**src/rtl/eepc_defs.svh**
```systemverilog
// register offsets, field positions, reset values and timing counts for the eeprom control block
`ifndef EEPC_DEFS_SVH
`define EEPC_DEFS_SVH

// ==========================================
// register indices (byte address = 4 * index)
`define EEPC_IDX_OPTIONS      11'h039
`define EEPC_IDX_PROG_CTL     11'h03b
`define EEPC_IDX_BLOCK_PROT   11'h035
`define EEPC_IDX_ARRAY_BASE   11'h400
`define EEPC_ARRAY_BYTES      11'h280

// ==========================================
// program control fields
`define EEPC_PC_PGM           0
`define EEPC_PC_LAT           1
`define EEPC_PC_ERASE         2
`define EEPC_PC_ROW           3
`define EEPC_PC_BYTE          4
`define EEPC_PC_LOW_VOLTAGE_INHIBIT_STATUS          5
`define EEPC_PC_EVEN          6
`define EEPC_PC_ODD           7
`define EEPC_PC_TEST_MASK     8'hc0
`define EEPC_PC_USER_MASK     8'h1f

// ==========================================
// block protect fields
`define EEPC_BP_BULK          7
`define EEPC_BP_LOW_VOLTAGE_PROTECT_ENABLE         6
`define EEPC_BP_RESET         8'hff

// ==========================================
// options fields
`define EEPC_OPT_PUMP_CLOCK_SELECT         6
`define EEPC_OPT_RESET        8'h10
`define EEPC_OPT_ONCE_MASK    8'h37

// ==========================================
// array region bounds (first offset of each region above region 0)
`define EEPC_REG1_START       10'h020
`define EEPC_REG2_START       10'h060
`define EEPC_REG3_START       10'h0e0
`define EEPC_REG4_START       10'h200

// ==========================================
// timing
`define EEPC_WINDOW_CYCLES    7'h40

`endif

```
**src/rtl/eepc_pkg.sv**
```systemverilog
// types shared by the eeprom program and erase control block
package eepc_pkg;
  typedef enum logic [1:0] {
    SEQ_IDLE,
    SEQ_LATCHED,
    SEQ_LOADED
  } eepc_seq_e;

  typedef struct packed {
    logic        wait_reg;
    logic [1:0]  ph_reg;
    logic [7:0]  rdata_reg;
    logic [7:0]  pctl_reg;
    logic [7:0]  eeprom_block_protect_reg;
    logic [7:0]  opt_reg;
    logic        opt_done_reg;
    logic [6:0]  win_cnt_reg;
    eepc_seq_e   seq_reg;
    logic [9:0]  lat_addr_reg;
    logic [7:0]  lat_data_reg;
    logic        hv_reg;
    logic        arr_rd_reg;
    logic [9:0]  arr_addr_reg;
  } eepc_state_s;
endpackage

```
**src/rtl/eepc_ctrl.sv**
```systemverilog
// eeprom program and erase control with an avalon-mm register slave
`include "eepc_defs.svh"

// How it works
// - latch plus voltage in one write: neither
// - low-voltage inhibit status always reads zero
// - byte bit wins; else row or bulk
// - erase-mode bit selects erase versus program
// - latch bit routes array paths to latches
// - voltage bit switches high voltage on
// - protect bits reset set; clear first 64
// - setting protect bits allowed any time
// - special modes: protect register freely writable
// - bulk-protect refuses bulk and row erase
// - low-voltage protect enable is storage only
// - five region bits block their regions; bulk erase ignores them
// - clock select picks e clock or rc
// - array writes ignored while voltage on
// - writing zero ends cycle, reads resume
// - odd and even bits test mode only
// - array answers only when enabled
// - marked option bits write once early; freely in special modes
// - voltage needs latch, load, then voltage
// - latch clear: array reads like rom
module eepc_ctrl
  import eepc_pkg::*;
(
  input  wire logic        CLK_SYS,
  input  wire logic        SRST,
  input  wire logic [12:0] ADDRESS,
  input  wire logic        READ,
  input  wire logic        WRITE,
  input  wire logic [3:0]  BYTEENABLE,
  input  wire logic [31:0] WRITEDATA,
  output logic      [31:0] READDATA,
  output logic             WAITREQUEST,
  input  wire logic        TEST_MODE,
  input  wire logic        BOOT_MODE,
  input  wire logic        ARRAY_ENABLE,
  output logic             ARR_RD,
  output logic      [9:0]  ARR_ADDR,
  input  wire logic [7:0]  ARR_RDATA,
  output logic      [9:0]  ARR_PROG_ADDR,
  output logic      [7:0]  ARR_PROG_DATA,
  output logic             LATCH_MODE,
  output logic             ERASE_MODE,
  output logic             ERASE_BYTE,
  output logic             ERASE_ROW,
  output logic             HV_ON,
  output logic             PUMP_CLK_SEL
);

  eepc_state_s st;
  eepc_state_s nx;

  // ==========================================
  // decode helpers
  logic [10:0] idx;
  logic        req;
  logic        fire;
  logic        special;
  logic        win_open;
  logic        in_array;
  logic [9:0]  arr_off;
  logic [7:0]  wd;
  logic        wr_lane;
  logic [10:0] arr_span;

  assign idx      = ADDRESS[12:2];
  assign req      = READ | WRITE;
  assign fire     = req && (st.ph_reg == 2'd2);
  assign special  = TEST_MODE | BOOT_MODE;
  assign win_open = st.win_cnt_reg < `EEPC_WINDOW_CYCLES;
  assign arr_span = idx - `EEPC_IDX_ARRAY_BASE;
  assign in_array = ARRAY_ENABLE && (idx >= `EEPC_IDX_ARRAY_BASE) &&
                    (arr_span < `EEPC_ARRAY_BYTES);
  assign arr_off  = arr_span[9:0];
  assign wd       = WRITEDATA[7:0];
  assign wr_lane  = WRITE && BYTEENABLE[0];

  // region number of an array offset
  function automatic logic [2:0] region_of(input logic [9:0] off);
    if (off < `EEPC_REG1_START) begin
      return 3'd0;
    end else if (off < `EEPC_REG2_START) begin
      return 3'd1;
    end else if (off < `EEPC_REG3_START) begin
      return 3'd2;
    end else if (off < `EEPC_REG4_START) begin
      return 3'd3;
    end
    return 3'd4;
  endfunction

  // true when the requested high-voltage operation must not reach the array
  function automatic logic refused(input logic [7:0] pc, input logic [7:0] bp,
                                   input logic [9:0] off);
    logic bulk_or_row;
    logic bulk;
    bulk_or_row = pc[`EEPC_PC_ERASE] && !pc[`EEPC_PC_BYTE];
    bulk        = bulk_or_row && !pc[`EEPC_PC_ROW];
    if (bulk_or_row && bp[`EEPC_BP_BULK]) begin
      return 1'b1;
    end
    if (bulk) begin
      return 1'b0;
    end
    return bp[region_of(off)];
  endfunction

  // ==========================================
  // next state
  always_comb begin
    nx = st;
    nx.arr_rd_reg = 1'b0;
    if (st.win_cnt_reg < `EEPC_WINDOW_CYCLES) begin
      nx.win_cnt_reg = st.win_cnt_reg + 7'h01;
    end

    // bus handshake: issue, capture, complete
    case (st.ph_reg)
      2'd0: begin
        if (req) begin
          nx.ph_reg = 2'd1;
          // rom-like reads only while the latch bit is clear
          if (READ && in_array && !st.pctl_reg[`EEPC_PC_LAT]) begin
            nx.arr_rd_reg   = 1'b1;
            nx.arr_addr_reg = arr_off;
          end
        end
      end
      2'd1: begin
        nx.ph_reg   = 2'd2;
        nx.wait_reg = 1'b0;
        nx.rdata_reg = 8'h00;
        if (READ) begin
          if (in_array) begin
            nx.rdata_reg = st.pctl_reg[`EEPC_PC_LAT] ? 8'h00 : ARR_RDATA;
          end else if (idx == `EEPC_IDX_PROG_CTL) begin
            nx.rdata_reg = st.pctl_reg & ~(8'h01 << `EEPC_PC_LOW_VOLTAGE_INHIBIT_STATUS);
          end else if (idx == `EEPC_IDX_BLOCK_PROT) begin
            nx.rdata_reg = st.eeprom_block_protect_reg;
          end else if (idx == `EEPC_IDX_OPTIONS) begin
            nx.rdata_reg = st.opt_reg;
          end
        end
      end
      2'd2: begin
        nx.ph_reg   = 2'd0;
        nx.wait_reg = 1'b1;
      end
      default: begin
        nx.ph_reg   = 2'd0;
        nx.wait_reg = 1'b1;
      end
    endcase

    // writes take effect at the edge that completes the transfer
    if (fire && wr_lane) begin
      if (in_array) begin
        // latched address and data frozen while voltage is on
        if (st.pctl_reg[`EEPC_PC_LAT] && !st.pctl_reg[`EEPC_PC_PGM]) begin
          nx.lat_addr_reg = arr_off;
          nx.lat_data_reg = wd;
          if (st.seq_reg == SEQ_LATCHED) begin
            nx.seq_reg = SEQ_LOADED;
          end
        end
      end else if (idx == `EEPC_IDX_PROG_CTL) begin
        if (wd == 8'h00) begin
          nx.pctl_reg = 8'h00;
          nx.seq_reg  = SEQ_IDLE;
        end else begin
          nx.pctl_reg[4:2] = wd[4:2];
          if (TEST_MODE) begin
            nx.pctl_reg[`EEPC_PC_ODD]  = wd[`EEPC_PC_ODD];
            nx.pctl_reg[`EEPC_PC_EVEN] = wd[`EEPC_PC_EVEN];
          end
          if (st.pctl_reg[`EEPC_PC_PGM]) begin
            // latch cannot move under high voltage
            nx.pctl_reg[`EEPC_PC_PGM] = wd[`EEPC_PC_PGM];
          end else if (wd[`EEPC_PC_LAT] && wd[`EEPC_PC_PGM] &&
                       !st.pctl_reg[`EEPC_PC_LAT]) begin
            nx.pctl_reg[`EEPC_PC_LAT] = 1'b0;
            nx.pctl_reg[`EEPC_PC_PGM] = 1'b0;
            nx.seq_reg                = SEQ_IDLE;
          end else begin
            nx.pctl_reg[`EEPC_PC_LAT] = wd[`EEPC_PC_LAT];
            nx.pctl_reg[`EEPC_PC_PGM] = wd[`EEPC_PC_PGM] && wd[`EEPC_PC_LAT] &&
                                        (st.seq_reg == SEQ_LOADED);
            if (!wd[`EEPC_PC_LAT]) begin
              nx.seq_reg = SEQ_IDLE;
            end else if (!wd[`EEPC_PC_PGM] && !st.pctl_reg[`EEPC_PC_LAT]) begin
              nx.seq_reg = SEQ_LATCHED;
            end
          end
        end
      end else if (idx == `EEPC_IDX_BLOCK_PROT) begin
        if (special || win_open) begin
          nx.eeprom_block_protect_reg = wd;
        end else begin
          nx.eeprom_block_protect_reg = st.eeprom_block_protect_reg | wd;
        end
      end else if (idx == `EEPC_IDX_OPTIONS) begin
        // unmarked bits always writable; marked ones once, early, or freely in special modes
        nx.opt_reg = (st.opt_reg & `EEPC_OPT_ONCE_MASK) | (wd & ~`EEPC_OPT_ONCE_MASK);
        if (special || (win_open && !st.opt_done_reg)) begin
          nx.opt_reg = wd;
          nx.opt_done_reg = !special;
        end
      end
    end

    // voltage follows the bit with no timeout of its own
    nx.hv_reg = nx.pctl_reg[`EEPC_PC_PGM] &&
                !refused(nx.pctl_reg, nx.eeprom_block_protect_reg, nx.lat_addr_reg);
  end

  // ==========================================
  // state register
  always_ff @(posedge CLK_SYS) begin
    if (SRST) begin
      st.wait_reg     <= 1'b1;
      st.ph_reg       <= 2'd0;
      st.rdata_reg    <= 8'h00;
      st.pctl_reg     <= 8'h00;
      st.eeprom_block_protect_reg    <= `EEPC_BP_RESET;
      st.opt_reg      <= `EEPC_OPT_RESET;
      st.opt_done_reg <= 1'b0;
      st.win_cnt_reg  <= 7'h00;
      st.seq_reg      <= SEQ_IDLE;
      st.lat_addr_reg <= 10'h000;
      st.lat_data_reg <= 8'h00;
      st.hv_reg       <= 1'b0;
      st.arr_rd_reg   <= 1'b0;
      st.arr_addr_reg <= 10'h000;
    end else begin
      st <= nx;
    end
  end

  // ==========================================
  // outputs, all straight from the state register
  assign READDATA      = {24'h000000, st.rdata_reg};
  assign WAITREQUEST   = st.wait_reg;
  assign ARR_RD        = st.arr_rd_reg;
  assign ARR_ADDR      = st.arr_addr_reg;
  assign ARR_PROG_ADDR = st.lat_addr_reg;
  assign ARR_PROG_DATA = st.lat_data_reg;
  assign LATCH_MODE    = st.pctl_reg[`EEPC_PC_LAT];
  assign ERASE_MODE    = st.pctl_reg[`EEPC_PC_ERASE];
  assign ERASE_BYTE    = st.pctl_reg[`EEPC_PC_BYTE];
  assign ERASE_ROW     = st.pctl_reg[`EEPC_PC_ROW];
  assign HV_ON         = st.hv_reg;
  assign PUMP_CLK_SEL  = st.opt_reg[`EEPC_OPT_PUMP_CLOCK_SELECT];

  // ==========================================
  // assertions
  logic wr_pctl;
  logic wr_eeprom_block_protect;
  logic wr_opt;
  assign wr_pctl  = fire && wr_lane && !in_array && (idx == `EEPC_IDX_PROG_CTL);
  assign wr_eeprom_block_protect = fire && wr_lane && !in_array && (idx == `EEPC_IDX_BLOCK_PROT);
  assign wr_opt   = fire && wr_lane && !in_array && (idx == `EEPC_IDX_OPTIONS);
endmodule

```
**config.mk**
```make
export PLATFORM = sky130hd
export DESIGN_NAME = eepc_ctrl
export DESIGN_NICKNAME = d
export VERILOG_FILES = /design/src/rtl/eepc_pkg.sv /design/src/rtl/eepc_ctrl.sv
export VERILOG_INCLUDE_DIRS = /design/src /design/src/rtl
export SDC_FILE = /design/constraint.sdc
export NUM_CORES = 1
export LEC_CHECK = 0
export BUFFER_PORTS_ARGS = -buffer_cell sky130_fd_sc_hd__clkbuf_2
export CAP_MARGIN = 20
export CORE_ASPECT_RATIO = 1.5
export CORE_UTILIZATION = 35
export DETAILED_ROUTE_END_ITERATION = 16
export MAX_ROUTING_LAYER = met4
export PLACE_DENSITY_LB_ADDON = 0.2
export SLEW_MARGIN = 10
export SYNTH_ARGS = -nofsm -noshare
export SYNTH_HDL_FRONTEND = slang
export SYNTH_SLANG_ARGS = --single-unit
```
**constraint.sdc**
```tcl
create_clock -name CLK_SYS -period 5.8 [get_ports CLK_SYS]
set_clock_uncertainty 0.1 [all_clocks]
set_input_delay 1.74 -clock CLK_SYS [delete_from_list [all_inputs] [get_ports CLK_SYS]]
set_output_delay 1.74 -clock CLK_SYS [all_outputs]
set_load 0.1 [all_outputs]
```
-- After elaboration in Yosys (flattened, before gate mapping)
Index checks and enable logic that the tools add are counted.
- equality and inequality tests: 13
- reduce and logical (&&, ||, !) cells: 39
- muxes and demuxes: 58
- order comparisons: 8
- bitwise operators: 9
- $add $sub $neg: 2
- operators by type and width (cell ; number):
    $mux W8 ; 8
    $mux W22 ; 2
    $mux W18 ; 2
    $eq A11 B6 Y1 const B ; 3
    $mux W9 ; 3
    $mux W2 ; 12
    $mux W3 ; 7
    $mux W20 ; 1
    $logic_and A1 B1 Y1 ; 17
    $mux W17 ; 1
    $mux W1 ; 16
    $reduce_and A6 Y1 ; 2
    $ge A11 B11 Y1 const B ; 1
    $lt A11 B10 Y1 const B ; 1
    $mux W11 ; 1
    $sub A11 B11 Y11 const B ; 1
    $lt A10 B10 Y1 const B ; 1
    $lt A10 B6 Y1 const B ; 1
    $lt A10 B7 Y1 const B ; 1
    $lt A10 B8 Y1 const B ; 1
    $mux W5 ; 2
    $logic_not A1 Y1 ; 8
    $logic_not A8 Y1 ; 1
    $or A6 B8 Y8 ; 1
    22 further kinds ; 35
- input port bits: 64
- word-level logic and storage cells: 145
- output and inout port bits: 68
- bits in registers: 74

-- Depth between registers and ports, before layout
- word-level depth: 25
- gate-level depth with buffers: 9
- depth with buffers taken out: 6

-- Worst setup path before layout
No wires, ideal clock.
- path type: input to register
- from: in ADDRESS[11]
- to: reg st (netlist bit HV_ON)
- stages on the path: 9
- arrival: 3.652 ns
- slack: 1.925 ns
- required time: 5.577 ns
- library setup time: 0.123 ns
- path buffers: 3
- path through: buf_6 or4_4 buf_6 nor4_4 and2_1 buf_6 a221oi_2 nor4_1 o21ai_1
- cells in the longest elaborated chain, start to end: 21
- elaborated cells between the ends (all ways): 46
- those cells by class: add/sub (1); order compare (6); eq/ne (2); mux (28); reduce/logical (9)
- RTL lines (element ; RTL line ; RTL):
    from (decl) ; eepc_ctrl.sv:30 ; input wire logic [12:0] ADDRESS,
    $sub A11 B11 Y11 (no line) or $ge A11 B11 Y1 (tied branches) ; -- ;
    $lt A11 B10 Y1 (no line) or $logic_and A1 B1 Y1 (tied branches) ; -- ;
    $logic_and A1 B1 Y1 ; eepc_ctrl.sv:75 ; assign in_array = ARRAY_ENABLE && (idx >= `EEPC_IDX_ARRAY_BASE) &&
    $mux W18 ; eepc_ctrl.sv:160 ; if (in_array) begin
    $mux W18 ; eepc_ctrl.sv:159 ; if (fire && wr_lane) begin
    $lt A10 B10 Y1 (no line) ; -- ;
    $mux W1 ; eepc_ctrl.sv:89 ; end else if (off < `EEPC_REG4_START) begin
    $mux W1 ; eepc_ctrl.sv:87 ; end else if (off < `EEPC_REG3_START) begin
    [... 5 more ...] ; -- ;
    $mux W3 ; eepc_ctrl.sv:108 ; return bp[region_of(off)];
    $mux W3 ; eepc_ctrl.sv:105 ; if (bulk) begin
    $bmux W1 S3 ; eepc_ctrl.sv:108 ;
    $mux W1 (not written as such) ; eepc_ctrl.sv:108 ;
    $mux W1 ; eepc_ctrl.sv:108 ;
    $mux W1 ; eepc_ctrl.sv:105 ;
    $logic_not A1 Y1 ; eepc_ctrl.sv:216 ; !refused(nx.pctl_reg, nx.eeprom_block_protect_reg, nx.lat_addr_reg);
    $logic_and A1 B1 Y1 * ; eepc_ctrl.sv:215 ; nx.hv_reg = nx.pctl_reg[`EEPC_PC_PGM] &&
    to (signal assigned) ; eepc_ctrl.sv:238 ; st <= nx;
    to (decl) ; eepc_ctrl.sv:53 ; eepc_state_s st;
Mark *: on every way between the ends. The rest lies on a longest branch, timed or not. The select of a mux whose other input is x is not followed.
A chain may end at the register's enable or synchronous reset.

-- Worst setup path after layout
Same ends and word-level chain as after synthesis.

==> impl_metrics.yaml <==
outcome:
  outcome: "completed"
synth:
  yosys_warnings: 0
  synth_seq_cells: 74
  synthMuxAreaShare: 0.0630
  synth-xor-area-share: 0.00900
  syn_area_per_cell_um2: 8.48
  synth_fa_ha_area_frac: 0.00321
  syn-instance-count: 459
  synth_edf_count: 0
  synthArstFlopShare: 0
  ys_types: 53
  synth_top_family_by_area: "simple AND/OR/NAND/NOR gates"
  seq_area_frac_synth: 0.381
  synth-simple-area-share: 0.219
  ys.flop_type: "dfxtp_1"
  netlist_area_um2: 3890
  synth_compound_area_frac: 0.167
worst_setup_path:
  end_kind: "register"
  startpoint_type: "input pin"
  path_cells: "clkbuf_2 > or4_4 > nor4_4 > and2_1 > a221oi_1 > nor4_1 > o21ai_1"
  critPathMaxFanout: 10
  slowest_delay_ns: 0.64
  r2r_end: "HV_ON"
  critPathSlowestCell: "or4_4"
  rrSetupSlack_ns: 3.32
  worstRegToRegCells: 7
  regToRegStartpoint: "LATCH_MODE"
  worstPathArrival_ns: 4.16
  crit_type: "in -> reg"
  cp.required_ns: 5.90
global_routing:
  grt_pass1_wl_um: 16000
  grt_overflow: 0
  grt_util_all_layers: 0.185
  grt_max_degree: 68
  grt_pass1_vias: 3073
  antenna_found_initial: 0
timing:
  rsz0062_at_grt: "false"
  maxSlewHeadroom: 0.305
  fin_tns_setup_ns: 0
  tightest_slew_ns: 1.03
  setup_ws_ns: 1.74
  fin_crit_sh: 0.700
  hold_viol: 0
  slew_violations: 0
  timing.fmax_mhz: 246
  setup_viol: 0
  period_minus_slack_ns: 4.06
place:
  place_congestion: 0.807
  place_worst_setup_slack_ns: 1.43
  io_buffers: 78
  dp_hpwl_um: 7420
worst_hold_path:
  hold_start: "ARR_PROG_ADDR[2]"
  hold_class: "reg -> reg"
  worstHoldPathCells: 2
  holdPathEnd: "ARR_PROG_ADDR[2]"
clock_tree:
  htreeDepth: 3
  post-cts-setup-buffer-count: 0
  cts_resized: 0
  cts_root_buf: "clkbuf_16"
  cts_buffer_depth: 2
  cts.clk_slew.worst_paths_ns: 0.06
  numCtsBuffers: 9
  clk_latency_ns: 0.34
  clkSinkCount: 74
  cts_tree: "yes"
  holdBufCountCts: 0
die:
  fp-row-count: 46
  die_x_um: 88.1
  die_y_um: 131
  pin_count: 132
  die_area_um2: 11600
  core_region_area_um2: 10700
  initial_core_util: 0.364
power_and_ir_drop:
  powerDensity_nw_per_um2: 289
  peakVddDrop_mv: 0.136
  p_leak_nw: 1.68
route:
  via_per_inst: 5.08
  drt-initial-drc-count: 140
  routedWlPerCell_um: 15.7
  drt-total-wl_um: 9960
  dr.pass1.iters: 4
  antenna_left: 0
  drc: 0
  num_vias: 3228
layout:
  nets: 551
  final_core_util: 0.402
  syn_to_final_growth_pct: 10.6
  diodes: 0
  drive_gt1_frac: 0.242
job:
  maxCapViolCount: 0
[cells by family after synthesis]
| logic type | after synthesis |
|---|---|
| compound gates | 95 |
| xor+xnor | 4 |
| fa+ha+maj | 1 |
| buf+inv | 94 |
| flops | 74 |
| mux | 24 |
| other cells | 1 |
| simple gates | 166 |
[critical path, delay by kind of cell]
family / cells / cell delay (ns)
AO/OA/AOI/OAI: 2 / 0.28
buffers and inverters: 1 / 0.17
AND/OR/NAND/NOR: 4 / 1.96
[metrics by stage]
step                hold slack, ns  instance area (µm²)  instances  power [mW]
global route                 0.376                 4310        635        1.29
floorplan                    0.332                 3980        482       0.673
detailed placement           0.350                 4000        619       0.690
finish                       0.354                 4310        635        1.25
global placement             0.338                 4000        619       0.689
CTS                          0.358                 4310        635        1.26
[synthesized netlist by cell type (all sizes together), types with 2 or more instances]
library cell,number,area [µm²]
dfxtp,74,1480
buf,71,523
nand2,53,199
nor2,44,165
a21oi,39,195
mux2i,20,200
clkbuf,18,67.6
nand3,14,75.1
nor4,12,120
a22oi,11,82.6
nand2b,9,56.3
o21ai,9,45.0
nor2b,7,43.8
a221o,6,67.6
o221ai,6,52.6
inv,5,18.8
a221oi,4,47.6
and2,4,25.0
and3,4,25.0
mux2,4,45.0
nor3,4,20.0
or3,4,25.0
a21boi,3,22.5
a311oi,3,26.3
a31oi,3,18.8
and3b,3,26.3
xor2,3,26.3
and4b,2,20.0
nand4b,2,17.5
o221a,2,22.5
[cell usage in the layout (no fill, tap or decap), types with 4 or more instances in the layout]
master	instances
dfxtp_1	74
o221ai_1	6
a22oi_1	11
nor4_1	8
and2_1	4
o21ai_0	8
nor3_1	4
a221o_2	6
and3_1	4
nor2_1	44
mux2i_1	20
a21oi_1	39
mux2_2	4
nand2_1	53
clkbuf_16	9
nand2b_1	9
inv_1	5
buf_4	4
nor2b_1	7
conb_1	24
or3_1	4
nand3_1	13
clkbuf_2	78
[final cells by class]
type / instances / area (µm²)
fill: 1158 / 6400
multi-input combinational: 314 / 1900
sequential: 74 / 1480
timing repair buffer: 82 / 420
clock buffer: 11 / 253
tap: 144 / 180
clock inverter: 5 / 52.6
inverter: 5 / 18.8
[worst max path at each step]
stage / cells past startpoint / to / from
after floorplan: 9 / HV_ON / ADDRESS[11]
after global placement: 7 / HV_ON / ADDRESS[11]
after detailed placement: 7 / HV_ON / ADDRESS[11]
after CTS: 7 / HV_ON / ADDRESS[11]
after global routing: 7 / HV_ON / ADDRESS[11]
final: 7 / HV_ON / ADDRESS[11]
[power by group]
part           internal (mW)  leakage, nW  switching (mW)  total, mW
clock                  0.354        0.151           0.212      0.566
combinational         0.0245        0.931           0.135      0.160
sequential             0.514        0.598         0.00457      0.519
total                  0.893         1.68           0.352       1.25
[flip-flops by register name, indices dropped and copies added (netlist names), named ones only]
signal         cells
ARR_PROG_ADDR     10
ARR_PROG_DATA      8
ERASE_MODE         1
HV_ON              1
ARR_RD             1
ERASE_ROW          1
READDATA           8
LATCH_MODE         1
st                25
WAITREQUEST        1
ARR_ADDR          10
PUMP_CLK_SEL       1
ERASE_BYTE         1
[routing by layer]
| metal | part of all wire | track usage |
|---|---|---|
| met5 | 0 | - |
| met4 | 0.015 | 0.0600 |
| met3 | 0.045 | 0.0440 |
| met2 | 0.52 | 0.315 |
| met1 | 0.42 | 0.211 |
(Power assumes the default switching activity.)
